**src/logic/cmpctl_pkg.sv**
```systemverilog
// Package for the dual comparator control block: register map, field
// positions, reset values and input selection codes.
// Assumes a 32-bit APB slave with one aligned word per register.
package cmpctl_pkg;

    // Register byte offsets.
    localparam logic [7:0] CMPCTL_OFS_CTL1     = 8'h00;
    localparam logic [7:0] CMPCTL_OFS_SEL1     = 8'h04;
    localparam logic [7:0] CMPCTL_OFS_CTL2     = 8'h08;
    localparam logic [7:0] CMPCTL_OFS_SEL2     = 8'h0C;
    localparam logic [7:0] CMPCTL_OFS_MIRROR   = 8'h10;
    localparam logic [7:0] CMPCTL_OFS_FLAG     = 8'h14;
    localparam logic [7:0] CMPCTL_OFS_IRQ_EN   = 8'h18;
    localparam logic [7:0] CMPCTL_OFS_CORE_IRQ = 8'h1C;

    // Field positions of comparator_control.
    localparam int CMPCTL_B_ON     = 7;
    localparam int CMPCTL_B_RESULT = 6;
    localparam int CMPCTL_B_DRIVE  = 5;
    localparam int CMPCTL_B_INVERT = 4;
    localparam int CMPCTL_B_SPEED  = 2;
    localparam int CMPCTL_B_HYST   = 1;
    localparam int CMPCTL_B_SYNC   = 0;

    // Field positions of comparator_input_and_edge_select.
    localparam int CMPCTL_B_RISE_EN = 7;
    localparam int CMPCTL_B_FALL_EN = 6;
    localparam int CMPCTL_B_PCH_LO  = 4;
    localparam int CMPCTL_B_NCH_LO  = 0;

    // Field positions of core_irq_control.
    localparam int CMPCTL_B_GIE  = 7;
    localparam int CMPCTL_B_PERIPHERAL_IRQ_EN = 6;

    // Writable masks; bit 3 and the result bit never store a value.
    localparam logic [7:0] CMPCTL_CTL_WMASK = 8'hB7;
    localparam logic [7:0] CMPCTL_SEL_WMASK = 8'hF7;
    localparam logic [7:0] CMPCTL_CORE_WMASK = 8'hC0;

    // Reset values.
    localparam logic [7:0] CMPCTL_CTL_RST = 8'h04;
    localparam logic [7:0] CMPCTL_SEL_RST = 8'h00;

    // Positive channel codes.
    typedef enum logic [1:0] {
        CMPCTL_PCH_PIN = 2'h0,
        CMPCTL_PCH_DAC = 2'h1,
        CMPCTL_PCH_FIX = 2'h2,
        CMPCTL_PCH_GND = 2'h3
    } cmpctl_pch_t;

    // Negative channel codes; 5 to 7 are reserved.
    localparam logic [2:0] CMPCTL_NCH_FIX = 3'h4;

    localparam int CMPCTL_POS_W = 4;
    localparam int CMPCTL_NEG_W = 5;

endpackage

```
**src/logic/cmpctl_top.sv**
```systemverilog
// Dual comparator control block with APB register access.
// Assumes raw comparator outputs are asynchronous and the timer clock
// inputs are sampled levels synchronous to pclk.
`timescale 1ns/1ps

// Operation
// - Control bit 7 switches the comparator on; clear disables it.
// - While off, every positive and negative input selection is released.
// - Result is one when positive input exceeds negative; bit 4 inverts.
// - Bit 5 drives result to pin when direction bit clear, regardless of on.
// - Bit 2 selects fast normal power when set; resets to one.
// - Bit 1 enables input hysteresis; read-write, resets to zero.
// - Bit 0 makes timer and pin output change on timer clock fall.
// - With prescaler in use, latch clock is the prescaler output.
// - Latch on falling timer edge; the timer counts on rising.
// - Rising and falling detectors with enables set the interrupt flag.
// - Second register bit 7 lets rising transitions set the flag.
// - Second register bit 6 lets falling transitions set the flag.
// - Only software clears the flag; a same-cycle edge keeps it set.
// - Request needs flag, comparator, peripheral and global enables.
// - Toggling polarity or on bit while off can set the flag.
// - Positive field: pin, reference converter, fixed reference, ground.
// - Negative field: four shared pins, fixed reference, rest reserved.
// - Result is sampled once per cycle for status and edges.
// - While off the comparator output equals the polarity bit 4.
// - Mirror register holds comparator one in bit 0, two in bit 1.
module cmpctl_top
    import cmpctl_pkg::*;
#(
    parameter int NUM_CMP = 2,
    parameter int ADDR_W  = 8
)
(
    input  wire logic                       pclk,
    input  wire logic                       presetn,
    input  wire logic                       psel,
    input  wire logic                       penable,
    input  wire logic                       pwrite,
    input  wire logic [ADDR_W-1:0]          paddr,
    input  wire logic [31:0]                pwdata,
    input  wire logic [3:0]                 pstrb,
    output logic [31:0]                     prdata,
    output logic                            pready,
    output logic                            pslverr,
    input  wire logic [NUM_CMP-1:0]         raw_result,
    input  wire logic                       timer_clk,
    input  wire logic                       prescaled_clk,
    input  wire logic                       prescaler_in_use,
    input  wire logic [NUM_CMP-1:0]         pin_direction_bit,
    output logic [NUM_CMP-1:0]              result_pin_out,
    output logic [NUM_CMP-1:0]              result_pin_oe,
    output logic [NUM_CMP-1:0]              timer_gate_out,
    output logic [NUM_CMP-1:0]              speed_power_sel,
    output logic [NUM_CMP-1:0]              hysteresis_on,
    output logic [NUM_CMP-1:0]              analog_enable,
    output logic [NUM_CMP*CMPCTL_POS_W-1:0] positive_sel,
    output logic [NUM_CMP*CMPCTL_NEG_W-1:0] negative_sel,
    output logic                            irq_request
);

    // The register map has room for exactly two channels.
    if (NUM_CMP != 2)
    begin : g_bad_num
        $error("cmpctl_top supports exactly two comparators");
    end
    if (ADDR_W < 5)
    begin : g_bad_addr
        $error("cmpctl_top needs at least five address bits");
    end

    logic [7:0]         ctl_r [NUM_CMP];
    logic [7:0]         sel_r [NUM_CMP];
    logic [NUM_CMP-1:0] flag_r;
    logic [NUM_CMP-1:0] flag_nxt;
    logic [NUM_CMP-1:0] irq_en_r;
    logic [7:0]         core_r;
    logic [31:0]        prdata_r;
    logic [31:0]        rd_nxt;
    logic               err_r;
    logic               err_nxt;
    logic               tclk_prev_r;
    logic               tclk_cur;
    logic               tclk_fall;
    logic [NUM_CMP-1:0] result_w;
    logic [NUM_CMP-1:0] rise_w;
    logic [NUM_CMP-1:0] fall_w;
    logic [NUM_CMP-1:0] sync_w;
    logic [NUM_CMP-1:0] edge_set;
    logic [NUM_CMP-1:0] flag_clr;
    logic               setup_ph;
    logic               wr_take;
    logic               wr_lane0;
    logic [7:0]         wbyte;
    logic [7:0]         ofs;
    logic               hit;

    // Register decode helpers, shared by the read and write paths.
    function automatic logic is_mapped(input logic [7:0] a);
        is_mapped = (a == CMPCTL_OFS_CTL1)   || (a == CMPCTL_OFS_SEL1)   ||
                    (a == CMPCTL_OFS_CTL2)   || (a == CMPCTL_OFS_SEL2)   ||
                    (a == CMPCTL_OFS_MIRROR) || (a == CMPCTL_OFS_FLAG)   ||
                    (a == CMPCTL_OFS_IRQ_EN) || (a == CMPCTL_OFS_CORE_IRQ);
    endfunction

    function automatic logic [7:0] ctl_ofs(input int idx);
        ctl_ofs = (idx == 0) ? CMPCTL_OFS_CTL1 : CMPCTL_OFS_CTL2;
    endfunction

    function automatic logic [7:0] sel_ofs(input int idx);
        sel_ofs = (idx == 0) ? CMPCTL_OFS_SEL1 : CMPCTL_OFS_SEL2;
    endfunction

    // APB decode. Reads are captured at setup, so the access phase
    // always completes in one cycle with registered data.
    assign ofs      = (ADDR_W > 8) ? paddr[7:0] : 8'(paddr);
    assign hit      = is_mapped(ofs) && (paddr >> 8 == '0);
    assign setup_ph = psel & ~penable;
    assign wr_take  = psel & penable & pwrite & hit;
    assign wr_lane0 = wr_take & pstrb[0];
    assign wbyte    = pwdata[7:0];
    assign pready   = 1'b1;
    assign prdata   = prdata_r;
    assign pslverr  = psel & penable & err_r;

    // Timer latch clock: prescaler output when the prescaler is in use.
    assign tclk_cur  = prescaler_in_use ? prescaled_clk : timer_clk;
    assign tclk_fall = tclk_prev_r & ~tclk_cur;

    always_ff @(posedge pclk or negedge presetn)
    begin
        if (!presetn)
        begin
            tclk_prev_r <= 1'b0;
        end
        else
        begin
            tclk_prev_r <= tclk_cur;
        end
    end

    genvar gi;
    for (gi = 0; gi < NUM_CMP; gi++)
    begin : g_cmp
        logic ctl_we;
        logic sel_we;

        assign ctl_we = wr_lane0 && (ofs == ctl_ofs(gi));
        assign sel_we = wr_lane0 && (ofs == sel_ofs(gi));

        always_ff @(posedge pclk or negedge presetn)
        begin
            if (!presetn)
            begin
                ctl_r[gi] <= CMPCTL_CTL_RST;
                sel_r[gi] <= CMPCTL_SEL_RST;
            end
            else
            begin
                if (ctl_we)
                begin
                    ctl_r[gi] <= wbyte & CMPCTL_CTL_WMASK;
                end
                if (sel_we)
                begin
                    sel_r[gi] <= wbyte & CMPCTL_SEL_WMASK;
                end
            end
        end

        cmpctl_chan u_chan (
            .pclk              (pclk),
            .presetn           (presetn),
            .raw_in            (raw_result[gi]),
            .comparator_on     (ctl_r[gi][CMPCTL_B_ON]),
            .result_invert     (ctl_r[gi][CMPCTL_B_INVERT]),
            .timer_sync_sel    (ctl_r[gi][CMPCTL_B_SYNC]),
            .pos_code          (sel_r[gi][CMPCTL_B_PCH_LO +: 2]),
            .neg_code          (sel_r[gi][CMPCTL_B_NCH_LO +: 3]),
            .tclk_fall         (tclk_fall),
            .comparator_result (result_w[gi]),
            .rise_evt          (rise_w[gi]),
            .fall_evt          (fall_w[gi]),
            .sync_result       (sync_w[gi]),
            .positive_sel      (positive_sel[gi*CMPCTL_POS_W +:
                                             CMPCTL_POS_W]),
            .negative_sel      (negative_sel[gi*CMPCTL_NEG_W +:
                                             CMPCTL_NEG_W])
        );

        // Edge enables qualify each detector separately.
        assign edge_set[gi] =
            (rise_w[gi] & sel_r[gi][CMPCTL_B_RISE_EN]) |
            (fall_w[gi] & sel_r[gi][CMPCTL_B_FALL_EN]);

        // The pin override ignores the on bit; the pad needs its
        // direction bit clear before it really drives.
        assign result_pin_oe[gi]  = ctl_r[gi][CMPCTL_B_DRIVE] &
                                    ~pin_direction_bit[gi];
        assign result_pin_out[gi] = sync_w[gi];
        assign timer_gate_out[gi] = sync_w[gi];
        assign speed_power_sel[gi] = ctl_r[gi][CMPCTL_B_SPEED];
        assign hysteresis_on[gi]   = ctl_r[gi][CMPCTL_B_HYST];
        assign analog_enable[gi]   = ctl_r[gi][CMPCTL_B_ON];
    end

    // Flags clear by writing one. Set beats clear so no edge is lost.
    assign flag_clr = (wr_lane0 && ofs == CMPCTL_OFS_FLAG) ?
                      wbyte[NUM_CMP-1:0] : '0;
    assign flag_nxt = (flag_r & ~flag_clr) | edge_set;

    always_ff @(posedge pclk or negedge presetn)
    begin
        if (!presetn)
        begin
            flag_r   <= '0;
            irq_en_r <= '0;
            core_r   <= '0;
        end
        else
        begin
            flag_r <= flag_nxt;
            if (wr_lane0 && ofs == CMPCTL_OFS_IRQ_EN)
            begin
                irq_en_r <= wbyte[NUM_CMP-1:0];
            end
            if (wr_lane0 && ofs == CMPCTL_OFS_CORE_IRQ)
            begin
                core_r <= wbyte & CMPCTL_CORE_WMASK;
            end
        end
    end

    // The flag and all three enables must agree before the processor is asked.
    assign irq_request = (|(flag_r & irq_en_r)) &
                         core_r[CMPCTL_B_PERIPHERAL_IRQ_EN] &
                         core_r[CMPCTL_B_GIE];

    // Read multiplexer; unmapped addresses read zero with an error.
    always_comb
    begin
        rd_nxt = 32'h0000_0000;
        case (ofs)
            CMPCTL_OFS_CTL1:
            begin
                rd_nxt[7:0] = ctl_r[0];
                rd_nxt[CMPCTL_B_RESULT] = result_w[0];
            end
            CMPCTL_OFS_CTL2:
            begin
                rd_nxt[7:0] = ctl_r[1];
                rd_nxt[CMPCTL_B_RESULT] = result_w[1];
            end
            CMPCTL_OFS_SEL1:
            begin
                rd_nxt[7:0] = sel_r[0];
            end
            CMPCTL_OFS_SEL2:
            begin
                rd_nxt[7:0] = sel_r[1];
            end
            CMPCTL_OFS_MIRROR:
            begin
                rd_nxt[NUM_CMP-1:0] = result_w;
            end
            CMPCTL_OFS_FLAG:
            begin
                rd_nxt[NUM_CMP-1:0] = flag_r;
            end
            CMPCTL_OFS_IRQ_EN:
            begin
                rd_nxt[NUM_CMP-1:0] = irq_en_r;
            end
            CMPCTL_OFS_CORE_IRQ:
            begin
                rd_nxt[7:0] = core_r;
            end
            default:
            begin
                rd_nxt = 32'h0000_0000;
            end
        endcase
        if (!hit)
        begin
            rd_nxt = 32'h0000_0000;
        end
    end

    assign err_nxt = setup_ph ? ~hit : err_r;

    always_ff @(posedge pclk or negedge presetn)
    begin
        if (!presetn)
        begin
            prdata_r <= 32'h0000_0000;
            err_r    <= 1'b0;
        end
        else
        begin
            err_r <= err_nxt;
            if (setup_ph && !pwrite)
            begin
                prdata_r <= rd_nxt;
            end
        end
    end

endmodule

```
**src/logic/cmpctl_chan.sv**
```systemverilog
// One comparator channel: synchroniser, sampling, edge detection, timer
// latch and input multiplexer decode.
// Assumes the top supplies decoded controls and a timer falling strobe.
`timescale 1ns/1ps
module cmpctl_chan
    import cmpctl_pkg::*;
(
    input  wire logic                    pclk,
    input  wire logic                    presetn,
    input  wire logic                    raw_in,
    input  wire logic                    comparator_on,
    input  wire logic                    result_invert,
    input  wire logic                    timer_sync_sel,
    input  wire logic [1:0]              pos_code,
    input  wire logic [2:0]              neg_code,
    input  wire logic                    tclk_fall,
    output logic                         comparator_result,
    output logic                         rise_evt,
    output logic                         fall_evt,
    output logic                         sync_result,
    output logic [CMPCTL_POS_W-1:0]      positive_sel,
    output logic [CMPCTL_NEG_W-1:0]      negative_sel
);

    logic meta_r;
    logic stable_r;
    logic result_r;
    logic prev_r;
    logic latch_r;
    logic result_nxt;
    logic latch_nxt;

    // The first stage is read only by the second.
    always_ff @(posedge pclk or negedge presetn)
    begin
        if (!presetn)
        begin
            meta_r   <= 1'b0;
            stable_r <= 1'b0;
        end
        else
        begin
            meta_r   <= raw_in;
            stable_r <= meta_r;
        end
    end

    // Off forces zero before inversion, so polarity still reaches edges.
    assign result_nxt = (comparator_on & stable_r)
                        ^ result_invert;
    assign latch_nxt  = tclk_fall ? result_r : latch_r;

    always_ff @(posedge pclk or negedge presetn)
    begin
        if (!presetn)
        begin
            result_r <= 1'b0;
            prev_r   <= 1'b0;
            latch_r  <= 1'b0;
        end
        else
        begin
            result_r <= result_nxt;
            prev_r   <= result_r;
            latch_r  <= latch_nxt;
        end
    end

    assign comparator_result = result_r;
    assign rise_evt    = result_r & ~prev_r;
    assign fall_evt    = ~result_r & prev_r;
    assign sync_result = timer_sync_sel ? latch_r : result_r;

    // Every source is released while the comparator is off.
    assign positive_sel = comparator_on ?
                          CMPCTL_POS_W'(1) << pos_code : '0;
    assign negative_sel = (comparator_on && neg_code <= CMPCTL_NCH_FIX) ?
                          CMPCTL_NEG_W'(1) << neg_code : '0;

endmodule

```
**config.mk**
```make
export PLATFORM = sky130hd
export DESIGN_NAME = cmpctl_top
export DESIGN_NICKNAME = d
export VERILOG_FILES = /design/src/logic/cmpctl_pkg.sv /design/src/logic/cmpctl_top.sv /design/src/logic/cmpctl_chan.sv
export SDC_FILE = /design/constraint.sdc
export NUM_CORES = 1
export LEC_CHECK = 0
export ABC_AREA = 1
export BUFFER_PORTS_ARGS = -buffer_cell sky130_fd_sc_hd__buf_2
export CAP_MARGIN = 5
export CORE_UTILIZATION = 50
export CTS_CLUSTER_SIZE = 40
export DETAILED_ROUTE_END_ITERATION = 10
export MAX_ROUTING_LAYER = met4
export PLACE_DENSITY = 0.8
export SETUP_SLACK_MARGIN = 0.1
export SLEW_MARGIN = 20
export SYNTH_ARGS = -nofsm -noshare
export SYNTH_HDL_FRONTEND = slang
export SYNTH_HIERARCHICAL = 1
export SYNTH_SLANG_ARGS = --single-unit
```
**constraint.sdc**
```tcl
create_clock -name pclk -period 2.6 [get_ports pclk]
set_clock_uncertainty 0.15 [all_clocks]
set_input_delay 0.13 -clock pclk [delete_from_list [all_inputs] [get_ports pclk]]
set_output_delay 0.13 -clock pclk [all_outputs]
set_load 0.01 [all_outputs]
```
==> impl_metrics.ini, run 1 <==
[logic_synthesis]
ys_ff_latch = 51
ys.warnings.count = 6
ys_types = 27
synthTopCellsByCount = nand2_1 (113), dfrtp_1 (49), inv_1 (49)
async_flop_share = 1.00
synth_top_family_by_area = simple AND/OR/NAND/NOR gates
synthCells = 379
yosysMostFrequentCell = nand2_1
yosys.area_share.adder = 0
syn_area_um2 = 2970
syn-mean-instance-area_um2 = 7.85
yosysTopAreaCell = dfrtp_1
ys.flop_type = dfrtp_1
seq_area_frac_synth = 0.430
synth-simple-area-share = 0.301
ys_top_cells_by_area = dfrtp_1 (41%), nand2_1 (14%), buf_4 (8.6%)
synth_edf_count = 0
synthMuxAreaShare = 0.00379
synth_xor_xnor_area_share = 0
yosysTopAreaCellShare = 0.412
synth_compound_area_frac = 0.0997

[place]
port_buffers = 66
dp_hpwl_mm = 4.68
routabilityCongestion = 0.865
placed_area_um2 = 3200
dp.cells = 505

[floorplan]
initial_utilization = 0.530
fp.dieH_um = 79.1
die-area_um2 = 6260
rows = 27
die_w_um = 79.1
ioPinCount = 121
core_area_um2 = 5610

[cells_and_area]
antennaDiodeCount = 0
regArea_um2 = 1280
fin_nets = 506
drive_gt1_frac = 0.255
instances_no_fill = 523
post-route-cell-area_um2 = 3380
multiInputGateArea_um2 = 1300
nFillCells = 509
syn2layout_area_growth_pct = 13.6

[routing]
vias_per_cell = 4.80
first_pass_iters = 4
wl_met1_mm = 2.68
routed_wl_mm = 6.12
routed-wl-met3_um = 350
dr_total_vias = 2512
detail_route.iter0.violations = 149
route.detailed.drc = 0
topRoutingLayerUsed = met4
routed-wl-met2_mm = 3.04
wl_per_cell_um = 11.7
postRouteAntennaNets = 0

[cts]
worstSkewPairLatency_ns = 0.30
htree_num_levels = 2
clk_pin_slew_worst_paths_ns = 0.09
clock_path_buffers = 2
cts_buffers = 5
cts_tree = yes
cts_num_sinks = 51
cts-root-buf = clkbuf_8
cts_resized = 0

[sta]
max_slew_margin = 0.601
fmax_mhz = 646
whs_ns = 0.00217
drv_slew = 0
rsz0062_at_grt = false
post-route-period-util = 0.595
fin_setup_tns_ns = 0
final_hold_viol_count = 0
tightestPinTransition_ns = 0.598
setup_viol = 0
min_period_ns = 1.55

[global_route]
grt_pass1_vias = 2251
overflow = 0
antenna_found_initial = 0
grt_max_degree = 28
grt_usage = 0.214
grt_pass1_wl_mm = 10.1

[critical_path]
criticalPathCategory = input port to flip-flop
crit_arrival_ns = 1.59
cp_top_family = buffers and inverters
crit_required_ns = 2.64
crit_top_cell = dlygate4sd3_1
worstSetupEndpointType = flip-flop
cp_cell_sequence = dlygate4sd3_1 -> buf_2 -> mux2_2 -> dlygate4sd3_1
cp_num_buf_inv = 3
critPathMaxFanout = 2
cpMaxStageDelayCell = dlygate4sd3_1
startpoint_type = input port
crit_path_max_incr_delay_ns = 0.56

[worst_hold_path]
hp-class = input port to flip-flop

[run_status]
status = finished, final reports clean

[pwr]
power.density_nw_per_um2 = 406
power.total_mw = 1.37
leakage_nw = 1.77
vdd_drop_max_mv = 0.413

[flow_run]
drv_cap = 0
[cell type report]
type	count	area share
multi-input combinational	265	0.385
sequential	51	0.378
timing repair buffer	78	0.132
inverter	49	0.0544
tap	72	0.0267
clock buffer	8	0.0237
[sequential cells by signal (all words and copies together) (netlist names)]
signal	flops
analog_enable	2
core_r	2
ctl_r	6
err_r	1
flag_r	2
g_cmp.u_chan/comparator_result	2
g_cmp.u_chan/latch_r	2
g_cmp.u_chan/meta_r	2
g_cmp.u_chan/prev_r	2
g_cmp.u_chan/stable_r	2
hysteresis_on	2
irq_en_r	2
prdata	7
sel_r	14
speed_power_sel	2
tclk_prev_r	1
[routing by layer]
layer / up-vias / GRT usage
li1: 1252 / -
met1: 1167 / 0.268
met2: 89 / 0.366
met3: 4 / 0.0379
met4: 0 / 0.0364
met5: - / -
[cell families after synthesis]
kind of cell           after synthesis
AOI/OAI and AO/OA                   48
buffers and inverters               87
other                                2
and+or+nand+nor                    190
muxes                                1
DFF                                 51
[worst register-to-register path, stage by stage (launching register included)]
cell and delay, ns:
dfrtp_1 0.45, nand2_1 0.09, nand2_1 0.05, nor2_1 0.13, nand2_1 0.07, nand2_1 0.06, nand2_1 0.06
[layout by cell type, fill, tap and decap left out, types with 5 or more instances in the layout]
cell / n
nor2_1: 37
dfrtp_1: 49
conb_1: 26
o21ai_2: 11
o21ai_1: 15
nor2_2: 5
inv_1: 49
dlygate4sd3_1: 10
nand4_1: 5
clkbuf_8: 5
nor2_4: 6
nand2_2: 10
o21ai_0: 13
buf_2: 66
nand3_1: 6
nand2_1: 113
[through the flow]
stage / setup slack (ns) / utilization
after CTS: 1.04 / 0.603
after global placement: 0.977 / 0.571
after global routing: 0.979 / 0.603
final: 1.05 / 0.603
after detailed placement: 0.889 / 0.571
after floorplan: 1.25 / -
[path summary, 6_finish.rpt]
kind	from	to	slack, ns	cells after the start
setup reg to reg	sel_r[1]	prdata[1]	1.44	6
min in group asynchronous	presetn	prdata[7]	0.20	2
setup / recovery	timer_clk	tclk_prev_r	1.05	4
hold / removal	penable	err_r	0.002	4
max in group asynchronous	presetn	speed_power_sel[1]	1.44	3
hold reg to reg	g_cmp[1].u_chan/meta_r	g_cmp[1].u_chan/stable_r	0.20	0
[timing repair]
item / in CTS / in global routing
hold buffers: 10 / 0
endpoints found under the hold margin: 36 / 0
setup endpoints to repair: 0 / 0
buffers inserted: 0 / 0
[power breakdown]
| part | internal [mW] | total, mW | switching (mW) | leakage [nW] |
|---|---|---|---|---|
| sequential | 0.802 | 0.806 | 0.00412 | 0.679 |
| combinational | 0.0426 | 0.127 | 0.0842 | 1.05 |
| clock | 0.192 | 0.439 | 0.247 | 0.0395 |
| total | 1.04 | 1.37 | 0.335 | 1.77 |
Note: power is estimated with default switching activity, not from simulation.
==> run 2, diff against run 1 <==
--- a/config.mk
+++ b/config.mk
@@ -8,11 +8,11 @@
 export ABC_AREA = 1
 export BUFFER_PORTS_ARGS = -buffer_cell sky130_fd_sc_hd__buf_2
 export CAP_MARGIN = 5
-export CORE_UTILIZATION = 50
+export CORE_UTILIZATION = 44
 export CTS_CLUSTER_SIZE = 40
 export DETAILED_ROUTE_END_ITERATION = 10
 export MAX_ROUTING_LAYER = met4
-export PLACE_DENSITY = 0.8
+export PLACE_DENSITY = 0.75
 export SETUP_SLACK_MARGIN = 0.1
 export SLEW_MARGIN = 20
 export SYNTH_ARGS = -nofsm -noshare
==> constraint.sdc (replaced) <==
create_clock -name pclk -period 1.4 [get_ports pclk]
set_clock_uncertainty 0.15 [all_clocks]
set_input_delay 0.07 -clock pclk [delete_from_list [all_inputs] [get_ports pclk]]
set_output_delay 0.07 -clock pclk [all_outputs]
set_load 0.01 [all_outputs]
==> run 2 against run 1 <==
Effect of this change:
- critical path depth did not move
- the flow now finishes with violations (design-rule violations, negative setup slack)
- worst setup slack got worse by 1.1 ns
- non-clock buffer count rose by 24
- design area rose by 12%
- sequential power rose by 86%
- clock-buffer cell count did not move
- first-iteration DRC count rose by 8.1%
- clock power rose by 110%
- largest power group unchanged
- flip-flop and latch count did not move
- critical path type is now flip-flop to primary output
==> impl_metrics.ini, run 2 (synthesized netlist as in run 1, its figures left out) <==
[critical_path]
crit_arrival_ns = 1.21
criticalPathCategory = flip-flop to primary output
crit_path_end = irq_request
reg2reg_from = sel_r[0]
worstSetupEndpointType = primary output
crit_required_ns = 1.18
r2r_cells = 7
r2r-end = prdata[0]
startpoint_type = flip-flop
rrSetupSlack_ns = 0.15
critPathMaxFanout = 2
cp-startpoint = irq_en_r[0]

[routing]
routed_wl_mm = 7.10
postRouteAntennaNets = 0
route.detailed.drc = 18
dr_total_vias = 2659
wl_per_cell_um = 12.8
vias_per_cell = 4.81
first_pass_iters = 9
detail_route.iter0.violations = 161

[global_route]
grt_usage = 0.205
overflow = 0
antenna_found_initial = 0
grt_max_degree = 52
grt_pass1_vias = 2460
grt_pass1_wl_mm = 11.2

[sta]
fin_setup_tns_ns = -0.0295
drv_slew = 0
final_hold_viol_count = 0
fmax_mhz = 700
min_period_ns = 1.43
setup_viol = 1
rsz0062_at_grt = true
fin_ws_ns = -0.0295
whs_ns = 0.0600
post-route-period-util = 1.02

[cts]
clock_path_buffers = 2
cts-root-buf = clkbuf_8
cts_buffers = 5
cts_num_sinks = 51
cts_tree = yes
htree_num_levels = 2
worstSkewPairLatency_ns = 0.31
clk_pin_slew_worst_paths_ns = 0.09

[pwr]
vdd_drop_max_mv = 0.645
leakage_nw = 1.92
power.total_mw = 2.69
power.density_nw_per_um2 = 711

[cells_and_area]
top_register = sel_r
drive_gt1_frac = 0.370
syn2layout_area_growth_pct = 27.3
mostFrequentLayoutCells = nand2_1 (103), buf_2 (64), dfrtp_1 (43), inv_1 (40), nor2_1 (31)
antennaDiodeCount = 0
nFillCells = 578
largest_register_ffs = 14
final_common_cell = nand2_1
fin_nets = 531

[floorplan]
die_w_um = 84.2
initial_utilization = 0.463
core_area_um2 = 6420
rows = 29
ioPinCount = 121
fp.dieH_um = 84.2
die-area_um2 = 7090

[flow_run]
drv_cap = 0

[place]
routabilityCongestion = 0.853
dp_hpwl_mm = 4.91
port_buffers = 66

[run_status]
status = finished, violations left
violations = design-rule violations, negative setup slack

[worst_hold_path]
hp-class = input port to flip-flop
run 2: cell count changes in the layout (fill, tap and decap cells not counted), moves of 7 or more:
cell     previous run  this run
inv_2               0         9
buf_4               2        18
inv_1              49        40
nand2_2            10        17
nand2_1           113       103
run 2: worst max-delay path, cell delays in order (launching register included):
cell and delay [ns]:
dfrtp_1 0.39, inv_2 0.05, o22ai_2 0.16, and3_4 0.20
buf_6 0.10
run 2: repair_timing:
item	CTS	global route
buffers inserted	10	4
setup endpoints to repair	23	31
gates resized for setup	9	45
endpoints found under the hold margin	76	0
cloned	0	1
pin swaps	5	19
hold buffers	12	0
run 2: layer usage:
metal	vias to the layer above	GRT usage	part of all wire
met1	1221	0.250	0.43
met5	-	-	0
met4	0	0.0517	0.011
li1	1314	-	-
met3	10	0.0334	0.064
met2	114	0.354	0.50
run 2: per-stage QoR:
step	utilization	area [um^2]	cells	worst slack (ns)
global route	0.589	3780	553	-0.0879
CTS	0.562	3610	548	-0.0463
global placement	0.514	3300	518	-0.114
detailed placement	0.514	3300	518	-0.165
floorplan	-	3060	403	0.108
finish	0.589	3780	553	-0.0295
run 2: report_power, final:
| part | leakage, nW | switching, mW | internal [mW] | total [mW] |
|---|---|---|---|---|
| registers | 0.669 | 0.00944 | 1.49 | 1.50 |
| logic | 1.20 | 0.163 | 0.0900 | 0.253 |
| clock network | 0.0515 | 0.488 | 0.452 | 0.940 |
| total | 1.92 | 0.660 | 2.03 | 2.69 |
run 2: layout make-up:
type / instances / area, um^2 / area share
Tap cell: 77 / 96.3 / 0.0255
Sequential cell: 51 / 1290 / 0.340
Inverter: 49 / 184 / 0.0486
Timing Repair Buffer: 102 / 692 / 0.183
Clock buffer: 8 / 100 / 0.0264
Multi-Input combinational cell: 266 / 1430 / 0.377
run 2: how the worst min path moves through the flow:
| stage | startpoint | to | slack (ns) | cells after the start |
|---|---|---|---|---|
| floorplan | presetn | analog_enable[0] | -0.38 | 0 |
| global placement | presetn | g_cmp[0].u_chan/meta_r | -0.07 | 2 |
| detailed placement | presetn | g_cmp[0].u_chan/meta_r | -0.07 | 2 |
| CTS | pwrite | prdata[2] | 0.06 | 5 |
| global route | pwrite | prdata[2] | 0.08 | 5 |
| finish | pwrite | prdata[0] | 0.06 | 5 |
==> run 3, diff against run 2 <==
--- a/config.mk
+++ b/config.mk
@@ -11,7 +11,6 @@
 export CORE_UTILIZATION = 44
 export CTS_CLUSTER_SIZE = 40
 export DETAILED_ROUTE_END_ITERATION = 10
-export MAX_ROUTING_LAYER = met4
 export PLACE_DENSITY = 0.75
 export SETUP_SLACK_MARGIN = 0.1
 export SLEW_MARGIN = 20
==> run 3 against run 2 <==
Effect of this change:
- routed wire length down 1.7%
- flip-flop and latch count unchanged
- final cell count rose by 0.18%
- the run still ends with design-rule violations, negative setup slack left
- power down 4.3%
- highest routed layer unchanged
- global-route usage fell by 0.80 points
- non-clock buffer count increased by 1
- largest cell class unchanged
- die area stayed put
==> impl_metrics.ini, run 3 (synthesized netlist as in run 1, its figures left out) <==
[pwr]
vdd_drop_max_mv = 0.564
power.total_mw = 2.58
power.density_nw_per_um2 = 679
leakage_nw = 1.92

[sta]
rsz0062_at_grt = true
min_period_ns = 1.40
setup_viol = 1
drv_slew = 0
fin_ws_ns = -0.00307
fin_setup_tns_ns = -0.00307
fmax_mhz = 713
post-route-period-util = 1.00
final_hold_viol_count = 0

[routing]
wl_per_cell_um = 12.6
route.detailed.drc = 19
vias_per_cell = 4.79
dr_total_vias = 2653
detail_route.iter0.violations = 150
postRouteAntennaNets = 0
first_pass_iters = 7
routed_wl_mm = 6.98

[cells_and_area]
syn2layout_area_growth_pct = 27.5
drive_gt1_frac = 0.373
post-route-cell-area_um2 = 3790
final_util = 0.590
final_common_cell = nand2_1
top_register = sel_r
fin_nets = 532
antennaDiodeCount = 0
instances_no_fill = 554
mostFrequentLayoutCells = nand2_1 (101), buf_2 (65), dfrtp_1 (42), inv_1 (40), nor2_1 (31)
largest_register_ffs = 14

[place]
routabilityCongestion = 0.844
dp.cells = 518
dp_hpwl_mm = 4.80
port_buffers = 66
placed_area_um2 = 3300

[critical_path]
criticalPathCategory = flip-flop to primary output
startpoint_type = flip-flop
critPathMaxFanout = 2
worstSetupEndpointType = primary output
crit_required_ns = 1.18
crit_arrival_ns = 1.18

[floorplan]
die_w_um = 84.2
die-area_um2 = 7090
core_area_um2 = 6420
rows = 29
ioPinCount = 121
fp.dieH_um = 84.2
initial_utilization = 0.463

[cts]
cts_num_sinks = 51
cts_tree = yes
htree_num_levels = 2
worstSkewPairLatency_ns = 0.30
clk_pin_slew_worst_paths_ns = 0.09
cts_buffers = 5
cts-root-buf = clkbuf_8
clock_path_buffers = 2

[global_route]
grt_pass1_vias = 2445
antenna_found_initial = 0
overflow = 0
grt_usage = 0.197
grt_max_degree = 52
grt_pass1_wl_mm = 11.1

[flow_run]
drv_cap = 0

[worst_hold_path]
hp-class = input port to flip-flop

[run_status]
status = finished, violations left
violations = design-rule violations, negative setup slack
-- run 3: cell count changes in the layout (fill, tap and decap cells not counted), sizes merged --
cell,delta
buf,+1
-- run 3: what timing repair did --
| item | CTS | global route |
|---|---|---|
| gates cloned | 0 | 1 |
| hold buffers | 12 | 0 |
| buffers inserted | 12 | 3 |
| endpoints found under the hold margin | 76 | 0 |
| pin swaps | 8 | 25 |
| endpoints found under the setup margin | 23 | 33 |
| gates resized for setup | 15 | 46 |
-- run 3: report_power, final --
| group | leakage [nW] | switching (mW) | internal, mW | total, mW |
|---|---|---|---|---|
| logic | 1.21 | 0.167 | 0.0931 | 0.260 |
| registers | 0.667 | 0.00928 | 1.49 | 1.50 |
| clock network | 0.0395 | 0.461 | 0.356 | 0.818 |
-- run 3: layer usage --
metal | vias to the layer above | track usage | routed length (um)
met5 | - | 0 | 0
met4 | 0 | 0.0658 | 110
met3 | 11 | 0.0334 | 379
met2 | 98 | 0.333 | 3440
met1 | 1235 | 0.257 | 3050
li1 | 1309 | - | -
-- run 3: area by class of cell --
class	count	area (um^2)
multi-input combinational	266	1440
timing repair buffer	103	708
clock buffer	8	80.1
tap	77	96.3
inverter	49	184
sequential	51	1290
fill	577	2630
-- run 3: critical path: stages (launching register included) --
cell and delay [ns]:
dfrtp_1 0.36, inv_2 0.05, o22ai_2 0.16, and3_1 0.18
buf_2 0.13
-- run 3: worst paths after layout --
path / endpoint / startpoint / slack (ns) / cells after the start
min reg2reg: g_cmp[0].u_chan/stable_r / g_cmp[0].u_chan/meta_r / 0.20 / 0
min in group asynchronous: prdata[6] / presetn / 0.13 / 3
max: irq_request / flag_r[0] / -0.003 / 4
min: prdata[4] / pwrite / 0.05 / 4
max reg2reg: prdata[7] / analog_enable[1] / 0.13 / 5
max in group asynchronous: speed_power_sel[1] / presetn / 0.69 / 3
-- run 3: per-stage QoR --
stage	worst slack (ns)	hold slack, ns
after CTS	-0.0251	0.0562
after global routing	-0.0756	0.0640
after global placement	-0.113	-0.0741
after floorplan	0.108	-0.376
final	-0.00307	0.0530
after detailed placement	-0.168	-0.0728
